**src/vpw_link_regs.svh**
```systemverilog
// Register offsets, field positions, reset values and event bit positions of the VPW mode control
`ifndef VPW_LINK_REGS_SVH
`define VPW_LINK_REGS_SVH
// ----------------------------------------------------------------------
// Register byte offsets
// ----------------------------------------------------------------------
`define CTRL_OFS     12'h000
`define OPT_OFS      12'h004
`define PRESC_OFS    12'h008
`define SLEEP_OFS    12'h00C
`define STATUS_OFS   12'h010
`define ERROR_OFS    12'h014
`define RX_BYTE_REG_OFS   12'h018
`define EVENT_OFS    12'h01C
`define FILT_OFS     12'h020
`define FILT_END     12'h03C
// ----------------------------------------------------------------------
// Field positions, widths, reset values and mode codes
// ----------------------------------------------------------------------
`define CTRL_EN      0
`define CTRL_DIS     1
`define OPT_NBS      0
`define OPT_POL      1
`define OPT_LOOP     2
`define PRESC_W      6
`define RST_PRESC    6'h13
`define RST_ZERO8    8'h00
`define MODE_DIS     2'h2
`define MODE_SUSP    2'h0
`define MODE_EN      2'h1
// Event input bit positions
`define EV_SOF       0
`define EV_BYTE      1
`define EV_EOD       2
`define EV_EOF       3
`define EV_BRK       4
`define EV_CRC       5
`define EV_IFD       6
`define EV_IBD       7
`define EV_TX_READY_FLAG      8
`define EV_TLA       9
`define EV_TTO       10
`define EV_TX_UNDERFLOW_FLAG      11
`define EV_TRA       12
`define EV_RDT       13
`define EV_IDLE      14
`define EV_W         15
`endif

```
**src/vpw_link_pkg.sv**
```systemverilog
// Types shared by the VPW mode control block
package vpw_link_pkg;
    // Operating mode selected by enable and disable bits
    typedef enum logic [1:0] {MODE_SUSPENDED, MODE_ENABLED, MODE_DISABLED} unit_mode_t;
    // Receive and transmit status flags
    typedef struct packed {
        logic rxFull;
        logic rxOverrun;
        logic endOfData;
        logic endOfFrame;
        logic rxTransfer;
        logic txReady;
        logic txLostArb;
        logic idle;
    } status_t;
    // Error flags
    typedef struct packed {
        logic rxBreak;
        logic crcError;
        logic invalidFrame;
        logic invalidBit;
        logic txTimeout;
        logic txUnderflow;
        logic txReqAborted;
        logic spare;
    } errors_t;
    // Option bits
    typedef struct packed {
        logic loopbackSelect;
        logic rxPolaritySelect;
        logic normSymbolSelect;
    } option_reg_t;
endpackage : vpw_link_pkg

```
**src/vpw_link_mode_control.sv**
```systemverilog
// VPW protocol unit mode, filter, sleep, loopback and prescaler control with APB slave
//
// Summary of operation
// - 256-bit filter indexed by first byte
// - Own frame received when filter bit set
// - Filtered own ID suppresses full/overrun/EOD
// - Sleep ignores data until end-of-frame
// - Break sets break flag during sleep
// - EOF or break clears sleep
// - Sleep write ignored after EOF, bus passive
// - Sleep aborts queued response, keeps message
// - Sleep while transmitting keeps transmit flags
// - Normalization symbol form selects long/short
// - Loopback routes tx to rx, pin passive
// - Prescale divides clock by divisor plus one
// - Enable/disable bits select three modes
// - Enabled mode runs everything
// - Suspended keeps only decoder running
// - Suspended holds status, error, sleep reset
// - Disabled stops decoder, waits fresh idle
//
// Our own choices: the register offsets and the APB slave port.
`timescale 1ns/1ps
`include "vpw_link_regs.svh"
module vpw_link_mode_control
    import vpw_link_pkg::*;
#(
    parameter int FILTER_BITS = 256
)(
    // Clock and reset
    input  wire logic              mclk,
    input  wire logic              sys_rst,
    // APB slave
    input  wire logic              psel,
    input  wire logic              penable,
    input  wire logic              pwrite,
    input  wire logic [11:0]       paddr,
    input  wire logic [31:0]       pwdata,
    output logic      [31:0]       prdata,
    output logic                   pready,
    output logic                   pslverr,
    // Bus pins toward the transceiver
    input  wire logic              busRxPin,
    output logic                   busTxPin,
    // Codec side: raw transmit level and decoder events
    input  wire logic              codecTxActive,
    input  wire logic [7:0]        decodedByte,
    input  wire logic [`EV_W-1:0]  decodedEvent,
    input  wire logic              respQueued,
    // Controls toward codec
    output logic                   busRxLevel,
    output logic                   timeTick,
    output logic                   decoderRun,
    output logic                   codecRun,
    output logic                   respAbort,
    output logic                   nb0LongSymbol,
    output logic                   nb1LongSymbol
);
    // ------------------------------------------------------------------
    // Registers
    // ------------------------------------------------------------------
    logic [1:0]             ctrl_ff;        // Enable and disable bits
    option_reg_t               opt_ff;         // Option bits
    logic [`PRESC_W-1:0]    presc_ff;       // Prescale divisor
    logic [`PRESC_W-1:0]    prescCnt_ff;    // Prescale counter
    logic                   sleep_ff;       // Sleep request
    status_t                status_ff;      // Status flags
    errors_t                errors_ff;      // Error flags
    logic [7:0]             rxByte_ff;      // Receive data register
    logic [FILTER_BITS-1:0] filter_ff;      // Identifier filter array
    logic                   expectId_ff;    // Next byte is frame identifier
    logic                   frameDrop_ff;   // Frame filtered out
    logic                   lastEof_ff;     // Last valid symbol was EOF
    logic                   waitIdle_ff;    // Waiting for fresh idle
    logic                   rxSync1_ff;     // Pin synchroniser first stage
    logic                   rxSync2_ff;     // Pin synchroniser second stage
    unit_mode_t             mode;           // Decoded mode
    logic                   wrEn;           // Write access edge
    logic                   rdEn;           // Read access edge
    logic                   quiet;          // Receive side flags suppressed
    logic                   idOk;           // Filter verdict for this byte
    logic [`EV_W-1:0]       ev;             // Events gated by mode
    logic                   rxInternal;     // Bus level seen by decoder
    logic [5:0]             filtWord;       // Filter word index

    assign wrEn = psel & penable & pwrite;
    assign rdEn = psel & penable & ~pwrite;
    assign filtWord = 6'(paddr[11:2] - 10'(`FILT_OFS >> 2));

    // ------------------------------------------------------------------
    // Mode decode
    // ------------------------------------------------------------------
    // Forbidden both-set case treated as disabled, the safer outcome
    always_comb
    begin
        if (ctrl_ff[`CTRL_DIS])
            mode = MODE_DISABLED;
        else if (ctrl_ff[`CTRL_EN])
            mode = MODE_ENABLED;
        else
            mode = MODE_SUSPENDED;
    end

    // Events pass only while enabled and synchronised to the bus
    assign ev = (mode == MODE_ENABLED && !waitIdle_ff) ? decodedEvent : '0;

    // ------------------------------------------------------------------
    // Input path: synchroniser, loopback, polarity
    // ------------------------------------------------------------------
    always_ff @(posedge mclk)
    begin
        if (sys_rst)
        begin
            rxSync1_ff <= 1'b0;
            rxSync2_ff <= 1'b0;
        end
        else
        begin
            rxSync1_ff <= busRxPin;
            rxSync2_ff <= rxSync1_ff;
        end
    end

    // Loopback bypasses the pin and the polarity inversion
    always_comb
    begin
        if (opt_ff.loopbackSelect)
            rxInternal = codecTxActive;
        else
            rxInternal = rxSync2_ff ^ opt_ff.rxPolaritySelect;
    end

    // Outputs toward the codec and pin, all registered
    always_ff @(posedge mclk)
    begin
        if (sys_rst)
        begin
            busTxPin      <= 1'b0;
            busRxLevel    <= 1'b0;
            decoderRun    <= 1'b0;
            codecRun      <= 1'b0;
            respAbort     <= 1'b0;
            nb0LongSymbol <= 1'b1;
            nb1LongSymbol <= 1'b0;
        end
        else
        begin
            busTxPin      <= codecTxActive & ~opt_ff.loopbackSelect;
            busRxLevel    <= rxInternal;
            decoderRun    <= (mode != MODE_DISABLED);
            codecRun      <= (mode == MODE_ENABLED) && !waitIdle_ff;
            // Only the in-frame response is dropped; message stays queued
            respAbort     <= wrEn && paddr == `SLEEP_OFS && pwdata[0] && mode == MODE_ENABLED
                             && !(lastEof_ff && !rxInternal) && respQueued;
            nb0LongSymbol <= ~opt_ff.normSymbolSelect;
            nb1LongSymbol <= opt_ff.normSymbolSelect;
        end
    end

    // ------------------------------------------------------------------
    // Prescaler
    // ------------------------------------------------------------------
    // Reloads each divisor+1 cycles; stops with the decoder
    always_ff @(posedge mclk)
    begin
        if (sys_rst || mode == MODE_DISABLED)
        begin
            prescCnt_ff <= '0;
            timeTick    <= 1'b0;
        end
        else if (prescCnt_ff >= presc_ff)
        begin
            prescCnt_ff <= '0;
            timeTick    <= 1'b1;
        end
        else
        begin
            prescCnt_ff <= prescCnt_ff + 1'b1;
            timeTick    <= 1'b0;
        end
    end

    // ------------------------------------------------------------------
    // Control and option registers
    // ------------------------------------------------------------------
    always_ff @(posedge mclk)
    begin
        if (sys_rst)
        begin
            ctrl_ff  <= '0;
            opt_ff   <= '0;
            presc_ff <= `RST_PRESC;
        end
        else if (wrEn)
        begin
            if (paddr == `CTRL_OFS)
                ctrl_ff <= pwdata[1:0];
            else if (paddr == `OPT_OFS)
                opt_ff <= pwdata[2:0];
            else if (paddr == `PRESC_OFS)
                presc_ff <= pwdata[`PRESC_W-1:0];
        end
    end

    // Filter array, 32 bytes at 8 words of 32 bits
    always_ff @(posedge mclk)
    begin
        if (sys_rst)
            filter_ff <= '0;
        else if (wrEn && paddr >= `FILT_OFS && paddr <= `FILT_END)
            filter_ff[filtWord*32 +: 32] <= pwdata;
    end

    // ------------------------------------------------------------------
    // Frame tracking: filter verdict, last EOF, idle wait
    // ------------------------------------------------------------------
    assign idOk  = filter_ff[decodedByte];
    assign quiet = sleep_ff | frameDrop_ff | (expectId_ff & ~idOk);

    always_ff @(posedge mclk)
    begin
        if (sys_rst)
        begin
            expectId_ff  <= 1'b0;
            frameDrop_ff <= 1'b0;
            lastEof_ff   <= 1'b1;
            waitIdle_ff  <= 1'b1;
        end
        else
        begin
            // Decoder stopped: resync needs a fresh idle
            if (mode == MODE_DISABLED)
                waitIdle_ff <= 1'b1;
            else if (decodedEvent[`EV_IDLE])
                waitIdle_ff <= 1'b0;
            if (ev[`EV_SOF])
            begin
                expectId_ff  <= 1'b1;
                frameDrop_ff <= 1'b0;
                lastEof_ff   <= 1'b0;
            end
            else if (ev[`EV_BYTE] && expectId_ff)
            begin
                expectId_ff  <= 1'b0;
                frameDrop_ff <= ~idOk;
            end
            if (ev[`EV_EOF])
            begin
                frameDrop_ff <= 1'b0;
                lastEof_ff   <= 1'b1;
            end
        end
    end

    // ------------------------------------------------------------------
    // Sleep request
    // ------------------------------------------------------------------
    // Set wins over the end-of-frame clear so a late write is kept
    always_ff @(posedge mclk)
    begin
        if (sys_rst || mode != MODE_ENABLED)
            sleep_ff <= 1'b0;
        else if (wrEn && paddr == `SLEEP_OFS && pwdata[0]
                 && !(lastEof_ff && !rxInternal))
            sleep_ff <= 1'b1;
        else if (ev[`EV_EOF] || ev[`EV_BRK])
            sleep_ff <= 1'b0;
    end

    // ------------------------------------------------------------------
    // Receive data and status flags
    // ------------------------------------------------------------------
    // Flags clear on write-one; a same-cycle event wins
    always_ff @(posedge mclk)
    begin
        if (sys_rst || mode != MODE_ENABLED)
        begin
            status_ff <= '0;
            rxByte_ff <= `RST_ZERO8;
        end
        else
        begin
            if (wrEn && paddr == `STATUS_OFS)
                status_ff <= status_ff & ~status_t'(pwdata[7:0]);
            if (ev[`EV_BYTE] && !quiet)
            begin
                rxByte_ff          <= decodedByte;
                status_ff.rxFull   <= 1'b1;
                if (status_ff.rxFull)
                    status_ff.rxOverrun <= 1'b1;
            end
            if (ev[`EV_EOD] && !quiet)
                status_ff.endOfData <= 1'b1;
            if (ev[`EV_RDT] && !quiet)
                status_ff.rxTransfer <= 1'b1;
            if (ev[`EV_EOF])
                status_ff.endOfFrame <= 1'b1;
            if (ev[`EV_TX_READY_FLAG])
                status_ff.txReady <= 1'b1;
            if (ev[`EV_TLA])
                status_ff.txLostArb <= 1'b1;
            if (ev[`EV_IDLE])
                status_ff.idle <= 1'b1;
        end
    end

    // Errors: break always, receive errors unless sleeping while not transmitting
    always_ff @(posedge mclk)
    begin
        if (sys_rst || mode != MODE_ENABLED)
            errors_ff <= '0;
        else
        begin
            if (wrEn && paddr == `ERROR_OFS)
                errors_ff <= errors_ff & ~errors_t'(pwdata[7:0]);
            if (ev[`EV_BRK])
                errors_ff.rxBreak <= 1'b1;
            if (ev[`EV_CRC] && (!sleep_ff || codecTxActive))
                errors_ff.crcError <= 1'b1;
            if (ev[`EV_IFD] && (!sleep_ff || codecTxActive))
                errors_ff.invalidFrame <= 1'b1;
            if (ev[`EV_IBD] && (!sleep_ff || codecTxActive))
                errors_ff.invalidBit <= 1'b1;
            if (ev[`EV_TTO])
                errors_ff.txTimeout <= 1'b1;
            if (ev[`EV_TX_UNDERFLOW_FLAG])
                errors_ff.txUnderflow <= 1'b1;
            if (ev[`EV_TRA])
                errors_ff.txReqAborted <= 1'b1;
        end
    end

    // ------------------------------------------------------------------
    // APB read path, zero-wait answer
    // ------------------------------------------------------------------
    always_ff @(posedge mclk)
    begin
        if (sys_rst)
        begin
            prdata  <= '0;
            pready  <= 1'b0;
            pslverr <= 1'b0;
        end
        else
        begin
            pready  <= psel & ~penable;
            pslverr <= 1'b0;
            prdata  <= '0;
            if (psel && !penable && !pwrite)
            begin
                if (paddr == `CTRL_OFS)
                    prdata <= {30'h0, ctrl_ff};
                else if (paddr == `OPT_OFS)
                    prdata <= {29'h0, opt_ff};
                else if (paddr == `PRESC_OFS)
                    prdata <= {26'h0, presc_ff};
                else if (paddr == `SLEEP_OFS)
                    prdata <= {31'h0, sleep_ff};
                else if (paddr == `STATUS_OFS)
                    prdata <= {24'h0, status_ff};
                else if (paddr == `ERROR_OFS)
                    prdata <= {24'h0, errors_ff};
                else if (paddr == `RX_BYTE_REG_OFS)
                    prdata <= {24'h0, rxByte_ff};
                else if (paddr >= `FILT_OFS && paddr <= `FILT_END)
                    prdata <= filter_ff[filtWord*32 +: 32];
                else
                    pslverr <= 1'b1;
            end
        end
    end

    // ------------------------------------------------------------------
    // Assertions
    // ------------------------------------------------------------------
    tick_period_a: assert property (@(posedge mclk) disable iff (sys_rst)
        $rose(timeTick) && $stable(presc_ff) && presc_ff != '0 |=> !timeTick)
        else $error("timing pulse longer than one cycle");
    susp_clear_a: assert property (@(posedge mclk) disable iff (sys_rst)
        mode == MODE_SUSPENDED |=> sleep_ff == 1'b0 && status_ff == '0 && errors_ff == '0)
        else $error("suspended state not held at reset");
    loop_pin_a: assert property (@(posedge mclk) disable iff (sys_rst)
        opt_ff.loopbackSelect && $past(opt_ff.loopbackSelect) |-> !busTxPin)
        else $error("tx pin driven in loopback");
    eof_wake_a: assert property (@(posedge mclk) disable iff (sys_rst)
        ev[`EV_EOF] && !wrEn |=> !sleep_ff)
        else $error("sleep not cleared by end of frame");
    brk_sleep_a: assert property (@(posedge mclk) disable iff (sys_rst)
        ev[`EV_BRK] && mode == MODE_ENABLED ##1 mode == MODE_ENABLED |-> errors_ff.rxBreak)
        else $error("break lost");
    sleep_quiet_a: assert property (@(posedge mclk) disable iff (sys_rst)
        sleep_ff && ev[`EV_BYTE] && !status_ff.rxFull |=> !status_ff.rxFull)
        else $error("byte received while asleep");
    nb_form_a: assert property (@(posedge mclk) disable iff (sys_rst)
        nb1LongSymbol == $past(opt_ff.normSymbolSelect) && nb0LongSymbol != nb1LongSymbol)
        else $error("normalization forms equal");
    dis_stop_a: assert property (@(posedge mclk) disable iff (sys_rst)
        mode == MODE_DISABLED |=> !decoderRun && !codecRun)
        else $error("decoder runs while disabled");
endmodule : vpw_link_mode_control

```
**config.mk**
```make
export PLATFORM = sky130hd
export DESIGN_NAME = vpw_link_mode_control
export DESIGN_NICKNAME = d
export VERILOG_FILES = /design/src/vpw_link_pkg.sv /design/src/vpw_link_mode_control.sv
export VERILOG_INCLUDE_DIRS = /design/src /design/src/src
export SDC_FILE = /design/constraint.sdc
export NUM_CORES = 1
export LEC_CHECK = 0
export ABC_AREA = 1
export BUFFER_PORTS_ARGS = -buffer_cell sky130_fd_sc_hd__buf_2
export CORE_ASPECT_RATIO = 1.5
export CORE_MARGIN = 5
export CORE_UTILIZATION = 50
export DETAILED_ROUTE_END_ITERATION = 10
export PLACE_DENSITY = 0.67
export SYNTH_ARGS = -nofsm -noshare
export SYNTH_HDL_FRONTEND = slang
export SYNTH_SLANG_ARGS = --single-unit
```
**constraint.sdc**
```tcl
create_clock -name mclk -period 6.85 [get_ports mclk]
set_input_delay 1.0275 -clock mclk [delete_from_list [all_inputs] [get_ports mclk]]
set_output_delay 1.0275 -clock mclk [all_outputs]
set_load 0.005 [all_outputs]
```
## Word level (Yosys, flattened, before mapping)

Cells that the tools add are included.

- Add/sub/neg operators: 3
- Multiply operators: 0
- Div/mod/pow operators: 0
- $lt $le $gt $ge: 4
- Equality and inequality tests: 10
- Shift operators: 3
- Multiplexer cells: 38
- Bitwise gates (word level): 19
- Reductions and logical operators: 63

Operators by type and width:

| kind | count |
|---|---|
| $bwmux W256 | 1 |
| $shift A32 B34 Y256 const A | 1 |
| $shiftx A256 B12 Y32 | 1 |
| $shiftx A32 B34 Y256 | 1 |
| $mux W8 | 6 |
| $eq A12 B5 Y1 const B | 3 |
| $neg A11 Y34 | 1 |
| $reduce_bool A2 Y1 | 16 |
| $eq A12 B4 Y1 const B | 2 |
| $mux W1 | 23 |
| $logic_and A1 B1 Y1 | 22 |
| $and A8 B8 Y8 | 2 |
| $mux W15 | 1 |
| $eq A12 B3 Y1 const B | 1 |
| $ge A12 B6 Y1 const B | 1 |
| $le A12 B6 Y1 const B | 1 |
| $logic_not A12 Y1 | 1 |
| $mux W6 | 2 |
| $reduce_or A10 Y1 | 1 |
| $lt A8 B9 Y1 const B | 1 |
| $reduce_or A9 Y1 | 1 |
| $bmux W1 S8 | 1 |
| $not A1 Y1 | 8 |
| $not A8 Y8 | 1 |
| 21 further kinds | 41 |

- Flip-flop bits (word level): 346
- Latch bits: 0
- RAM bits: 0
- ROM bits: 0
- Input port bits: 75
- Output and inout bits: 42
- Word-level logic and storage cells: 186
- Memories kept: 0

## Longest topological paths before layout

Gate-level depths: netlist (run 1).

- Depth in word-level cells: 10
- Mapped depth: 22
- Depth with buffers taken out: 17

## Least setup slack after synthesis (run 1)

Ideal clock, no wire load.

- Path kind: in2reg
- From: input port paddr[2]
- To: register filter_ff[52]
- Setup time: 0.135 ns
- Arrival: 3.886 ns
- Slack: 2.829 ns
- Cell stages on the path: 22
- Path buffers: 5
- Cell sequence: inv_2 -> clkbuf_1 -> clkbuf_1 -> clkbuf_1 -> ha_1 -> nand3_2 -> nand2_1 -> nand2_2 -> buf_6 -> o21ai_0 -> nand3_1 -> nor2_1 -> nand2_2 -> nor2_4 -> nand2_4 -> nor2_4 -> inv_2 -> nor2_8 -> inv_2 -> buf_4 -> a21oi_2 -> nor3_2

- Word-level cells in the longest chain between the ends: 4
- Elaborated cells on any way between the ends: 9

Ends and longest elaborated chain:

| element | line | RTL |
|---|---|---|
| from (decl) | vpw_link_mode_control.sv:37 | `input wire logic [11:0] paddr,` |
| $sub A6 B4 Y6 | vpw_link_mode_control.sv:88 | `` assign filtWord = 6'(paddr[11:2] - 10'(`FILT_OFS >> 2)); `` |
| $neg A11 Y34 | vpw_link_mode_control.sv:211 | `filter_ff[filtWord*32 +: 32] <= pwdata;` |
| $shiftx A32 B34 Y256 or $shift A32 B34 Y256 (tied branches) | vpw_link_mode_control.sv:211 |  |
| $bwmux W256 | vpw_link_mode_control.sv:211 |  |
| to (signal, indexed assignment) | vpw_link_mode_control.sv:211 |  |
| to (decl) | vpw_link_mode_control.sv:70 | `logic [FILTER_BITS-1:0] filter_ff;` |

Parallel ways exist; a longest one is shown, timed or not.
A chain may end at the register's enable or synchronous reset.

## Worst setup path after layout (run 1)

- From: input port decodedByte[0]
- To: register rxByte_ff[0]

- Word-level cells in the longest chain between the ends: 7

Ends and longest elaborated chain:

| element | line | RTL |
|---|---|---|
| from (decl) | vpw_link_mode_control.sv:47 | `input wire logic [7:0] decodedByte,` |
| $bmux W1 S8 | vpw_link_mode_control.sv:217 | `assign idOk = filter_ff[decodedByte];` |
| $mux W1 (implied by the code) | vpw_link_mode_control.sv:217 |  |
| $not A1 Y1 | vpw_link_mode_control.sv:218 | `assign quiet = sleep_ff \| frameDrop_ff \| (expectId_ff & ~idOk);` |
| $and A1 B1 Y1 | vpw_link_mode_control.sv:218 |  |
| $or A1 B1 Y1 | vpw_link_mode_control.sv:218 |  |
| $logic_not A1 Y1 | vpw_link_mode_control.sv:285 | `` if (ev[`EV_BYTE] && !quiet) `` |
| $logic_and A1 B1 Y1 | vpw_link_mode_control.sv:285 |  |
| to (signal assigned) | vpw_link_mode_control.sv:279 | `` rxByte_ff <= `RST_ZERO8; `` |
| to (signal assigned) | vpw_link_mode_control.sv:287 | `rxByte_ff <= decodedByte;` |
| to (decl) | vpw_link_mode_control.sv:69 | `logic [7:0] rxByte_ff;` |

Parallel ways exist; a longest one is shown, timed or not. The select of a mux whose other input is x is not followed.

==> results_dict.tcl, run 1 <==
set metrics [dict create \
    path_clk_slew_ps 60 \
    vdd_drop_max_v 0.000222 \
    timing.hold.ws_ps 413 \
    cts_buffer_depth 3 \
    cts_resized 0 \
    leakagePower_nw 7.57 \
    hold_viol_final 0 \
    synthAdderAreaFrac 0.00990 \
    finalSetupViolCount 0 \
    htree_levels 2 \
    hold_buffers 0 \
    synth_edf_count 0 \
    holdPathStages 2 \
    place.gp.congestion 0.971 \
    yosys.area_share.simple 0.252 \
    power_per_cell_area_nw_per_um2 235 \
    drt-wirelength-per-cell_um 21.9 \
    async_flop_share 0 \
    r2r-end "rxByte_ff[0]" \
    synth_compound_area_frac 0.244 \
    coreArea_sq_um 35000 \
    grt_use_total 0.343 \
    gr-total-overflow 0 \
    drt_iter0_drc 2040 \
    cts_root_buf "clkbuf_16" \
    end_kind "flop" \
    worst_r2r_startpoint "filter_ff[177]" \
    report.final.slew_viol_count 0 \
    critPathTopFamily "buffers and inverters" \
    muxShareOfSynthArea 0 \
    rsz0062_at_grt "no" \
    final_cell_area_sq_um 19500 \
    grt_max_degree 152 \
    multi_input_area_sq_um 9030 \
    max_stage_delay_ps 610 \
    max_cap_viol_count 0 \
    ys_ff_latch 346 \
    path_cells "buf_4, clkinv_2, buf_4, o21ai_0, nand3_1, nand3_1, nand3_1, nand3_1, nand3_1, nand3_1, nand2_1, nand2_1, nand3_1, nand2_1, inv_1, nor2_1" \
    arrival_ps 5140 \
    rrSetupSlack_ps 4210 \
    dieArea_sq_um 39300 \
    ys_seq_area_frac 0.391 \
    slew_headroom 0.253 \
    min_from "rxSync1_ff" \
    postCtsSetupRepairBufs 0 \
    fmax_ghz 0.215 \
    grt_pass1_vias 18100 \
    numPortBuffers 116 \
    path_class "in2reg" \
    dp_hpwl_um 45000 \
    fin_skew_ps 19.8 \
    worst-path-buf-inv 4 \
    via_per_inst 6.06 \
    final_util 0.557 \
    cts_tree "built" \
    synth_ff_type "dfxtp_1" \
    status "completed" \
    startpoint_type "primary input" \
    yosys.area_share.xor_xnor 0.00396 \
    grt_pass1_wl_um 104000 \
    yosysUniqueCellTypes 46 \
    rows 84 \
    die_w_um 164 \
    synth_area_sq_um 17700 \
    clkLatencyLatePin_ps 550 \
    ff_latch_area_sq_um 6930 \
    chipHeight_um 240 \
    tns_ps 0 \
    synth_top_family_by_area "simple AND/OR/NAND/NOR gates" \
    drt-pass1-iter-count 7 \
    final_cells 3117 \
    initial_core_util 0.506 \
    vias 18900 \
    crit_top_cell "nand3_1" \
    yosysWarningCount 0 \
    cts_buffers 37 \
    area_growth_pct 10.1 \
    syn_area_per_cell_sq_um 6.69 \
    netlist_instances 2645 \
    drc 0 \
    syn_nets 2734 \
    placed_cell_area_sq_um 18200 \
    num_antenna_cells 0 \
    placed_cells 3053 \
    totalWireLength_um 68400 \
    io_pins 117 \
    min_period_ps 4660 \
    postRouteAntennaNets 0 \
    critPathSlowestCell "buf_4" \
    hp-class "reg2reg" \
    worstPathMaxFanout 95 \
    fin_crit_sh 0.681 \
    nets 2708 \
    r2r.worst_path.cells 14 \
    crit_required_ps 7330 \
    clock_sinks 346 \
    holdPathEnd "rxSync2_ff" \
    antenna_found_initial 1 \
    fill_cells 3557 \
    tightest_slew_ps 1120 \
    drive_above_1_share 0.0927 \
]
[synth_stat cells (all sizes together), types with 7 or more instances]
library cell  number  area share
o2111ai            8      0.0040
a21oi            319       0.090
nor2             309       0.069
ha                14      0.0099
nand4             24      0.0085
dfxtp            346        0.39
o21ai            436        0.12
nor3              33       0.011
nand3            308       0.088
o221ai             7      0.0035
o211ai            25       0.011
buf               66       0.020
clkbuf           142       0.030
o22ai              8      0.0028
inv              224       0.048
a211oi             7      0.0041
nand2            337       0.072
[placed cells by master, fill, tap and decap left out, types with 3 or more instances in the layout]
master	count
nand3_2	4
a311oi_1	4
o2111ai_1	8
clkbuf_1	3
clkbuf_16	39
nor2_4	4
nor3_1	30
a211oi_1	3
clkbuf_8	10
a21oi_1	318
o21a_1	3
o211ai_1	25
clkinv_2	8
clkinv_1	3
xor2_1	4
nand3_1	304
xnor2_1	4
nand4_1	24
inv_1	211
a211oi_2	4
buf_2	114
dfxtp_1	346
inv_2	10
o21ai_1	34
o21ai_0	402
ha_1	14
nand2_1	334
o22ai_1	8
bufinv_16	3
nor2_1	301
o221ai_1	7
buf_4	28
[sequential cells by signal, indices dropped and copies added, names as in the netlist, 2 cells and up]
signal,cells
filter_ff,256
prdata,32
errors_ff,8
rxByte_ff,8
status_ff,8
prescCnt_ff,6
presc_ff,6
opt_ff,3
ctrl_ff,2
[worst max path at each step]
| stage | start | to | slack, ps | depth (start not counted) |
|---|---|---|---|---|
| final | decodedByte[0] | rxByte_ff[0] | 2190 | 16 |
| after global routing | decodedByte[0] | rxByte_ff[7] | 1940 | 16 |
| after CTS | paddr[2] | filter_ff[173] | 2350 | 18 |
| after detailed placement | paddr[2] | filter_ff[162] | 1770 | 18 |
| after global placement | decodedByte[0] | rxByte_ff[3] | 1820 | 16 |
| after floorplan | paddr[2] | filter_ff[52] | 2830 | 22 |
[report_power, final]
part           switching, mW  leakage (nW)  total [mW]  internal [mW]
logic                  0.338          4.15       0.446          0.108
clock network          0.853         0.634        2.11           1.26
registers            0.00266          2.79        2.02           2.02
total                   1.19          7.57        4.57           3.38
[tightest hold or removal path, delay by kind of cell, from the launching register on]
kind | cells | cell delay, ps
buffers and inverters | 1 | 50
flip-flops | 1 | 290
AND/OR/NAND/NOR | 1 | 30
[cell families after synthesis]
| family | Yosys count |
|---|---|
| AND/OR/NAND/NOR | 1018 |
| AO/OA/AOI/OAI | 823 |
| buffers and inverters | 436 |
| flip-flops | 346 |
| adder cells (fa/ha/maj) | 14 |
| XOR/XNOR | 8 |
[layout make-up]
class                           instances  share of cell area
Clock inverter                         12             0.00732
Timing Repair Buffer                  143              0.0411
Tap cell                              473              0.0304
Inverter                              228              0.0445
Sequential cell                       346               0.355
Multi-Input combinational cell       1863               0.464
Clock buffer                           52              0.0577
[per-stage QoR]
step | setup WS, ps | power [mW]
floorplan | 2830 | 2.34
global placement | 1820 | 2.49
detailed placement | 1770 | 2.49
CTS | 2350 | 4.59
global route | 1940 | 4.71
finish | 2190 | 4.57
[routing by layer]
layer / vias to the layer above / GRT usage / routed length (um)
li1: 8844 / - / -
met4: 2 / 0.285 / 7030
met2: 1063 / 0.564 / 31600
met1: 8648 / 0.389 / 24200
met3: 330 / 0.0506 / 5540
met5: - / 0 / 7
No activity file was read; power rests on OpenSTA's default activity.
==> run 2, diff against run 1 <==
--- a/config.mk
+++ b/config.mk
@@ -6,7 +6,7 @@
 export SDC_FILE = /design/constraint.sdc
 export NUM_CORES = 1
 export LEC_CHECK = 0
-export ABC_AREA = 1
+export ABC_AREA = 0
 export BUFFER_PORTS_ARGS = -buffer_cell sky130_fd_sc_hd__buf_2
 export CORE_ASPECT_RATIO = 1.5
 export CORE_MARGIN = 5
==> constraint.sdc (replaced) <==
create_clock -name mclk -period 4.6 [get_ports mclk]
set_input_delay 0.69 -clock mclk [delete_from_list [all_inputs] [get_ports mclk]]
set_output_delay 0.69 -clock mclk [all_outputs]
set_load 0.005 [all_outputs]
==> results_dict.tcl, run 2 <==
set metrics [dict create \
    drt_iter0_drc 2077 \
    tns_ps 0 \
    rsz0062_at_grt "no" \
    coreArea_sq_um 34100 \
    crit_required_ps 5050 \
    report.final.slew_viol_count 0 \
    yosysTopAreaCellShare 0.404 \
    top_regs "filter_ff: 256 flops, prdata: 32 flops" \
    htree_levels 2 \
    r2r.worst_path.cells 8 \
    largest_register_ff_count 256 \
    clock_power_share 0.461 \
    yosysUniqueCellTypes 60 \
    drive_above_1_share 0.182 \
    postRouteAntennaNets 0 \
    hold_viol_final 0 \
    power_per_cell_area_nw_per_um2 340 \
    placed_cell_area_sq_um 17800 \
    largest-register "filter_ff" \
    grt_util_met2 0.568 \
    placed_cells 2314 \
    pwr-share-seq 0.466 \
    min_period_ps 3600 \
    timing.hold.ws_ps 365 \
    swShare 0.246 \
    grt_pass1_vias 15200 \
    fin_crit_sh 0.782 \
    drt-pass1-iter-count 6 \
    async_flop_share 0 \
    rrSetupSlack_ps 1330 \
    grt_pass1_wl_um 98800 \
    vias 15900 \
    p_switching_mw 1.59 \
    final_cells 2377 \
    antenna_found_initial 3 \
    clkLatencyLatePin_ps 530 \
    synth_ff_type "dfxtp_1" \
    chipHeight_um 237 \
    worstPathMaxFanout 18 \
    leakagePower_nw 6.58 \
    p_int_mw 4.87 \
    final_cell_area_sq_um 19000 \
    grt_use_total 0.340 \
    cts_root_buf "clkbuf_16" \
    synth_area_leader_cell "dfxtp_1" \
    end_kind "flop" \
    fmax_ghz 0.278 \
    place.gp.congestion 1.01 \
    synth_commonest_cells "dfxtp_1 (346), nand2_1 (328), a21oi_1 (283)" \
    finalSetupViolCount 0 \
    use_met1 0.382 \
    grt_max_degree 100 \
    gr-usage-met3 0.0550 \
    path_cells "buf_2, mux4_2, mux2_2, o221a_1, o21ai_0, o31ai_1, o41ai_2, or2_1, mux2i_1" \
    postCtsSetupRepairBufs 0 \
    status "completed" \
    hold_buffers 0 \
    cts_buffer_depth 3 \
    final_cell_mix "dfxtp_1 (346), nand2_1 (328), a21oi_1 (283), nand3_1 (274), buf_2 (112)" \
    rows 83 \
    cts_buffers 35 \
    cts_resized 0 \
    dp_hpwl_um 45900 \
    max_cap_viol_count 0 \
    ys_ff_latch 346 \
    syn_nets 2028 \
    netlist_instances 1939 \
    cts_tree "built" \
    area_growth_pct 10.8 \
    totalWireLength_um 66500 \
    comb_power_share 0.074 \
    drt-wirelength-per-cell_um 28.0 \
    gr-total-overflow 0 \
    synth_area_leaders "dfxtp_1 (40%), mux4_2 (14%), a21oi_1 (8.3%)" \
    final_common_cell "dfxtp_1" \
    io_pins 117 \
    yosysMostFrequentCell "dfxtp_1" \
    initial_core_util 0.503 \
    vdd_drop_max_v 0.000284 \
    synth_area_sq_um 17100 \
    top_usage_layer "met2" \
    arrival_ps 4050 \
    die_w_um 161 \
    tightest_slew_ps 1090 \
    numPortBuffers 116 \
    max_stage_delay_ps 590 \
    critPathSlowestCell "o41ai_2" \
    slew_headroom 0.273 \
    drc 0 \
    path_clk_slew_ps 60 \
    hp-class "in2reg" \
    startpoint_type "primary input" \
    clock_sinks 346 \
    synth_edf_count 0 \
    layout_setup_ws_ps 1000 \
    nets 2015 \
    holdPathStages 2 \
    via_per_inst 6.70 \
    path_class "in2reg" \
    syn_area_per_cell_sq_um 8.84 \
    ys_seq_area_frac 0.404 \
    fin_skew_ps 14.0 \
    dp_slack_ps 588 \
    yosysWarningCount 0 \
    dieArea_sq_um 38100 \
]
## run 2: cell types whose count changed in the layout (fill, tap and decap cells not counted), moves of 15 or more
cell	before	now
o21ai_0	402	20
nor2_1	301	81
inv_1	211	24
mux4_2	0	110
mux2i_1	0	68
a21oi_1	318	283
o21ai_1	34	0
nand3_1	304	274
a22oi_1	0	26
o211ai_1	25	3
nor3_1	30	9
buf_4	28	45
nand4_1	24	9
## run 2: power groups by stage
| stage | Combinational [mW] | Sequential (mW) | Clock (mW) |
|---|---|---|---|
| final | 0.476 | 3.00 | 2.97 |
| after global routing | 0.496 | 3.00 | 3.11 |
| after CTS | 0.464 | 3.00 | 3.00 |
| after detailed placement | 0.462 | 3.07 | 0 |
| after global placement | 0.458 | 3.07 | 0 |
| after floorplan | 0.302 | 3.07 | 0 |
## run 2: worst paths after layout
check / startpoint / end
worst max register to register: filter_ff[241] / rxByte_ff[6]
worst min register to register: errors_ff[0] / errors_ff[0]
worst min-delay path: penable / pready
worst max-delay path: decodedByte[0] / rxByte_ff[6]
## run 2: area by class of cell
type / instances / area (sq um)
Fill cell: 3121 / 15100
Clock buffer: 47 / 1010
Multi-Input combinational cell: 1360 / 9310
Antenna cell: 2 / 5.00
Tap cell: 425 / 532
Inverter: 24 / 90.1
Sequential cell: 346 / 6930
Timing Repair Buffer: 159 / 932
Clock inverter: 14 / 171
## run 2: stage by stage
stage	utilization	power, mW
final	0.557	6.45
after global routing	0.557	6.61
after CTS	0.557	6.47
after detailed placement	0.522	3.53
after global placement	0.522	3.53
after floorplan	-	3.37
## run 2: cells by family after synthesis
logic type               Yosys count  share of synthesized area
XOR/XNOR                           9                    0.00460
flip-flops                       346                      0.404
AO/OA/AOI/OAI                    372                      0.122
multiplexers                     196                      0.203
adder cells (fa/ha/maj)           14                     0.0102
AND/OR/NAND/NOR                  769                      0.201
buffers and inverters            233                     0.0553
## run 2: worst max-delay path: cells and delay by family
| kind | cells | cell delay (ps) |
|---|---|---|
| and+or+nand+nor | 1 | 470 |
| buffers and inverters | 1 | 450 |
| AOI/OAI and AO/OA | 4 | 1330 |
| muxes | 3 | 1080 |
## run 2: layer usage
layer | vias to the layer above | part of all wire
met5 | - | 0.00036
met4 | 4 | 0.10
met3 | 347 | 0.085
met2 | 1112 | 0.48
met1 | 7590 | 0.33
li1 | 6874 | -
==> run 3, diff against run 2 <==
--- a/config.mk
+++ b/config.mk
@@ -12,7 +12,7 @@
 export CORE_MARGIN = 5
 export CORE_UTILIZATION = 50
 export DETAILED_ROUTE_END_ITERATION = 10
-export PLACE_DENSITY = 0.67
+export PLACE_DENSITY = 0.7
 export SYNTH_ARGS = -nofsm -noshare
 export SYNTH_HDL_FRONTEND = slang
 export SYNTH_SLANG_ARGS = --single-unit
==> constraint.sdc (replaced) <==
create_clock -name mclk -period 3.25 [get_ports mclk]
set_input_delay 0.4875 -clock mclk [delete_from_list [all_inputs] [get_ports mclk]]
set_output_delay 0.4875 -clock mclk [all_outputs]
set_load 0.005 [all_outputs]
==> results_dict.tcl, run 3 (synthesis results as in run 2) <==
set metrics [dict create \
    top_regs "filter_ff: 256 flops, prdata: 32 flops" \
    place.gp.congestion 1.01 \
    postRouteAntennaNets 0 \
    vdd_drop_max_v 0.000416 \
    htree_levels 2 \
    power_per_cell_area_nw_per_um2 485 \
    timing.hold.ws_ps 142 \
    cts_buffer_depth 3 \
    antenna_found_initial 2 \
    fmax_ghz 0.360 \
    numPortBuffers 116 \
    critPathSlowestCell "mux4_2" \
    coreArea_sq_um 34100 \
    worst_r2r_startpoint "filter_ff[244]" \
    pwr-share-seq 0.453 \
    final_cell_mix "dfxtp_1 (346), nand2_1 (328), a21oi_1 (283), nand3_1 (273), buf_2 (112)" \
    fin_crit_sh 0.855 \
    hp-class "in2reg" \
    cts_buffers 36 \
    tightest_slew_ps 1270 \
    largest-register "filter_ff" \
    drt_iter0_drc 2079 \
    path_clk_slew_ps 60 \
    min_period_ps 2780 \
    max_cap_viol_count 0 \
    leakagePower_nw 6.76 \
    max_stage_delay_ps 570 \
    area_growth_pct 13.1 \
    hold_buffers 0 \
    path_class "in2reg" \
    swShare 0.244 \
    grt_max_degree 211 \
    hold_viol_final 0 \
    report.final.slew_viol_count 0 \
    final_common_cell "dfxtp_1" \
    rows 83 \
    grt_pass1_vias 15400 \
    clkLatencyLatePin_ps 560 \
    totalWireLength_um 63900 \
    finalSetupViolCount 0 \
    cts_tree "built" \
    end_kind "flop" \
    crit_required_ps 3720 \
    comb_power_share 0.076 \
    rrSetupSlack_ps 510 \
    cts_resized 0 \
    grt_use_total 0.328 \
    worst-path-buf-inv 3 \
    drc 0 \
    initial_core_util 0.503 \
    drt-pass1-iter-count 7 \
    placed_cell_area_sq_um 18100 \
    startpoint_type "primary input" \
    p_int_mw 7.10 \
    rsz0062_at_grt "no" \
    fin_skew_ps 20.0 \
    grt_pass1_wl_um 96200 \
    drt-wirelength-per-cell_um 26.7 \
    worstPathMaxFanout 12 \
    dp_hpwl_um 43000 \
    crit_start "decodedByte[0]" \
    drive_above_1_share 0.189 \
    tns_ps 0 \
    path_cells "buf_2, buf_4, mux4_2, a22oi_1, nand3_1, o21ai_0, o32ai_1, o41ai_2, or2_1, buf_12, mux2i_1" \
    clock_power_share 0.471 \
    status "completed" \
    via_per_inst 6.64 \
    dieArea_sq_um 38100 \
    final_cell_area_sq_um 19400 \
    critPathTopFamily "compound AO/OA/AOI/OAI gates" \
    io_pins 117 \
    dp_slack_ps -0.220 \
    die_w_um 161 \
    layout_setup_ws_ps 471 \
    clock_sinks 346 \
    fill_cells 2981 \
    chipHeight_um 237 \
    final_util 0.569 \
    min_from "decodedEvent[14]" \
    largest_register_ff_count 256 \
    nets 2031 \
    slew_headroom 0.157 \
    cts_root_buf "clkbuf_16" \
    gr-total-overflow 0 \
    vias 15900 \
    postCtsSetupRepairBufs 0 \
    arrival_ps 3250 \
    p_switching_mw 2.29 \
]
## run 3: changes by cell type in the layout (fill, tap and decap cells not counted), sizes merged
cell / change
bufinv: +1
buf: +15
clkinvlp: -3
clkbuf: +5
diode: +1
inv: -1
clkinv: -1
## run 3: power by group through the flow
stage               clock network [mW]  logic, mW  registers (mW)
floorplan                            0      0.432            4.35
global route                      4.65      0.736            4.25
CTS                               4.44      0.693            4.25
finish                            4.43      0.710            4.25
global placement                     0      0.687            4.35
detailed placement                   0      0.691            4.35
## run 3: worst paths after layout
kind,cells past startpoint,end
min reg2reg,2,errors_ff[0]
min,2,waitIdle_ff
max reg2reg,10,rxByte_ff[2]
max,11,rxByte_ff[2]
## run 3: cell type report
cell class                      count  area (sq um)  area share
Tap cell                          425           532      0.0274
Clock buffer                       52          1080      0.0559
Clock inverter                     10           165     0.00852
Multi-Input combinational cell   1360          9330       0.481
Timing Repair Buffer              174          1240      0.0643
Inverter                           24          90.1     0.00465
Sequential cell                   346          6930       0.357
Antenna cell                        3          7.51    0.000387
## run 3: stage by stage
stage          total power [mW]  cells
2_1_floorplan              4.78   1939
3_3_place_gp               5.03   2329
3_5_place_dp               5.04   2329
4_1_cts                    9.39   2391
5_1_grt                    9.64   2392
6_report                   9.39   2394
## run 3: metal layers
metal  wire (um)  global-route usage
met4        5110               0.219
met2       31000               0.553
met3        5540              0.0482
met5          13                   0
met1       22200               0.387
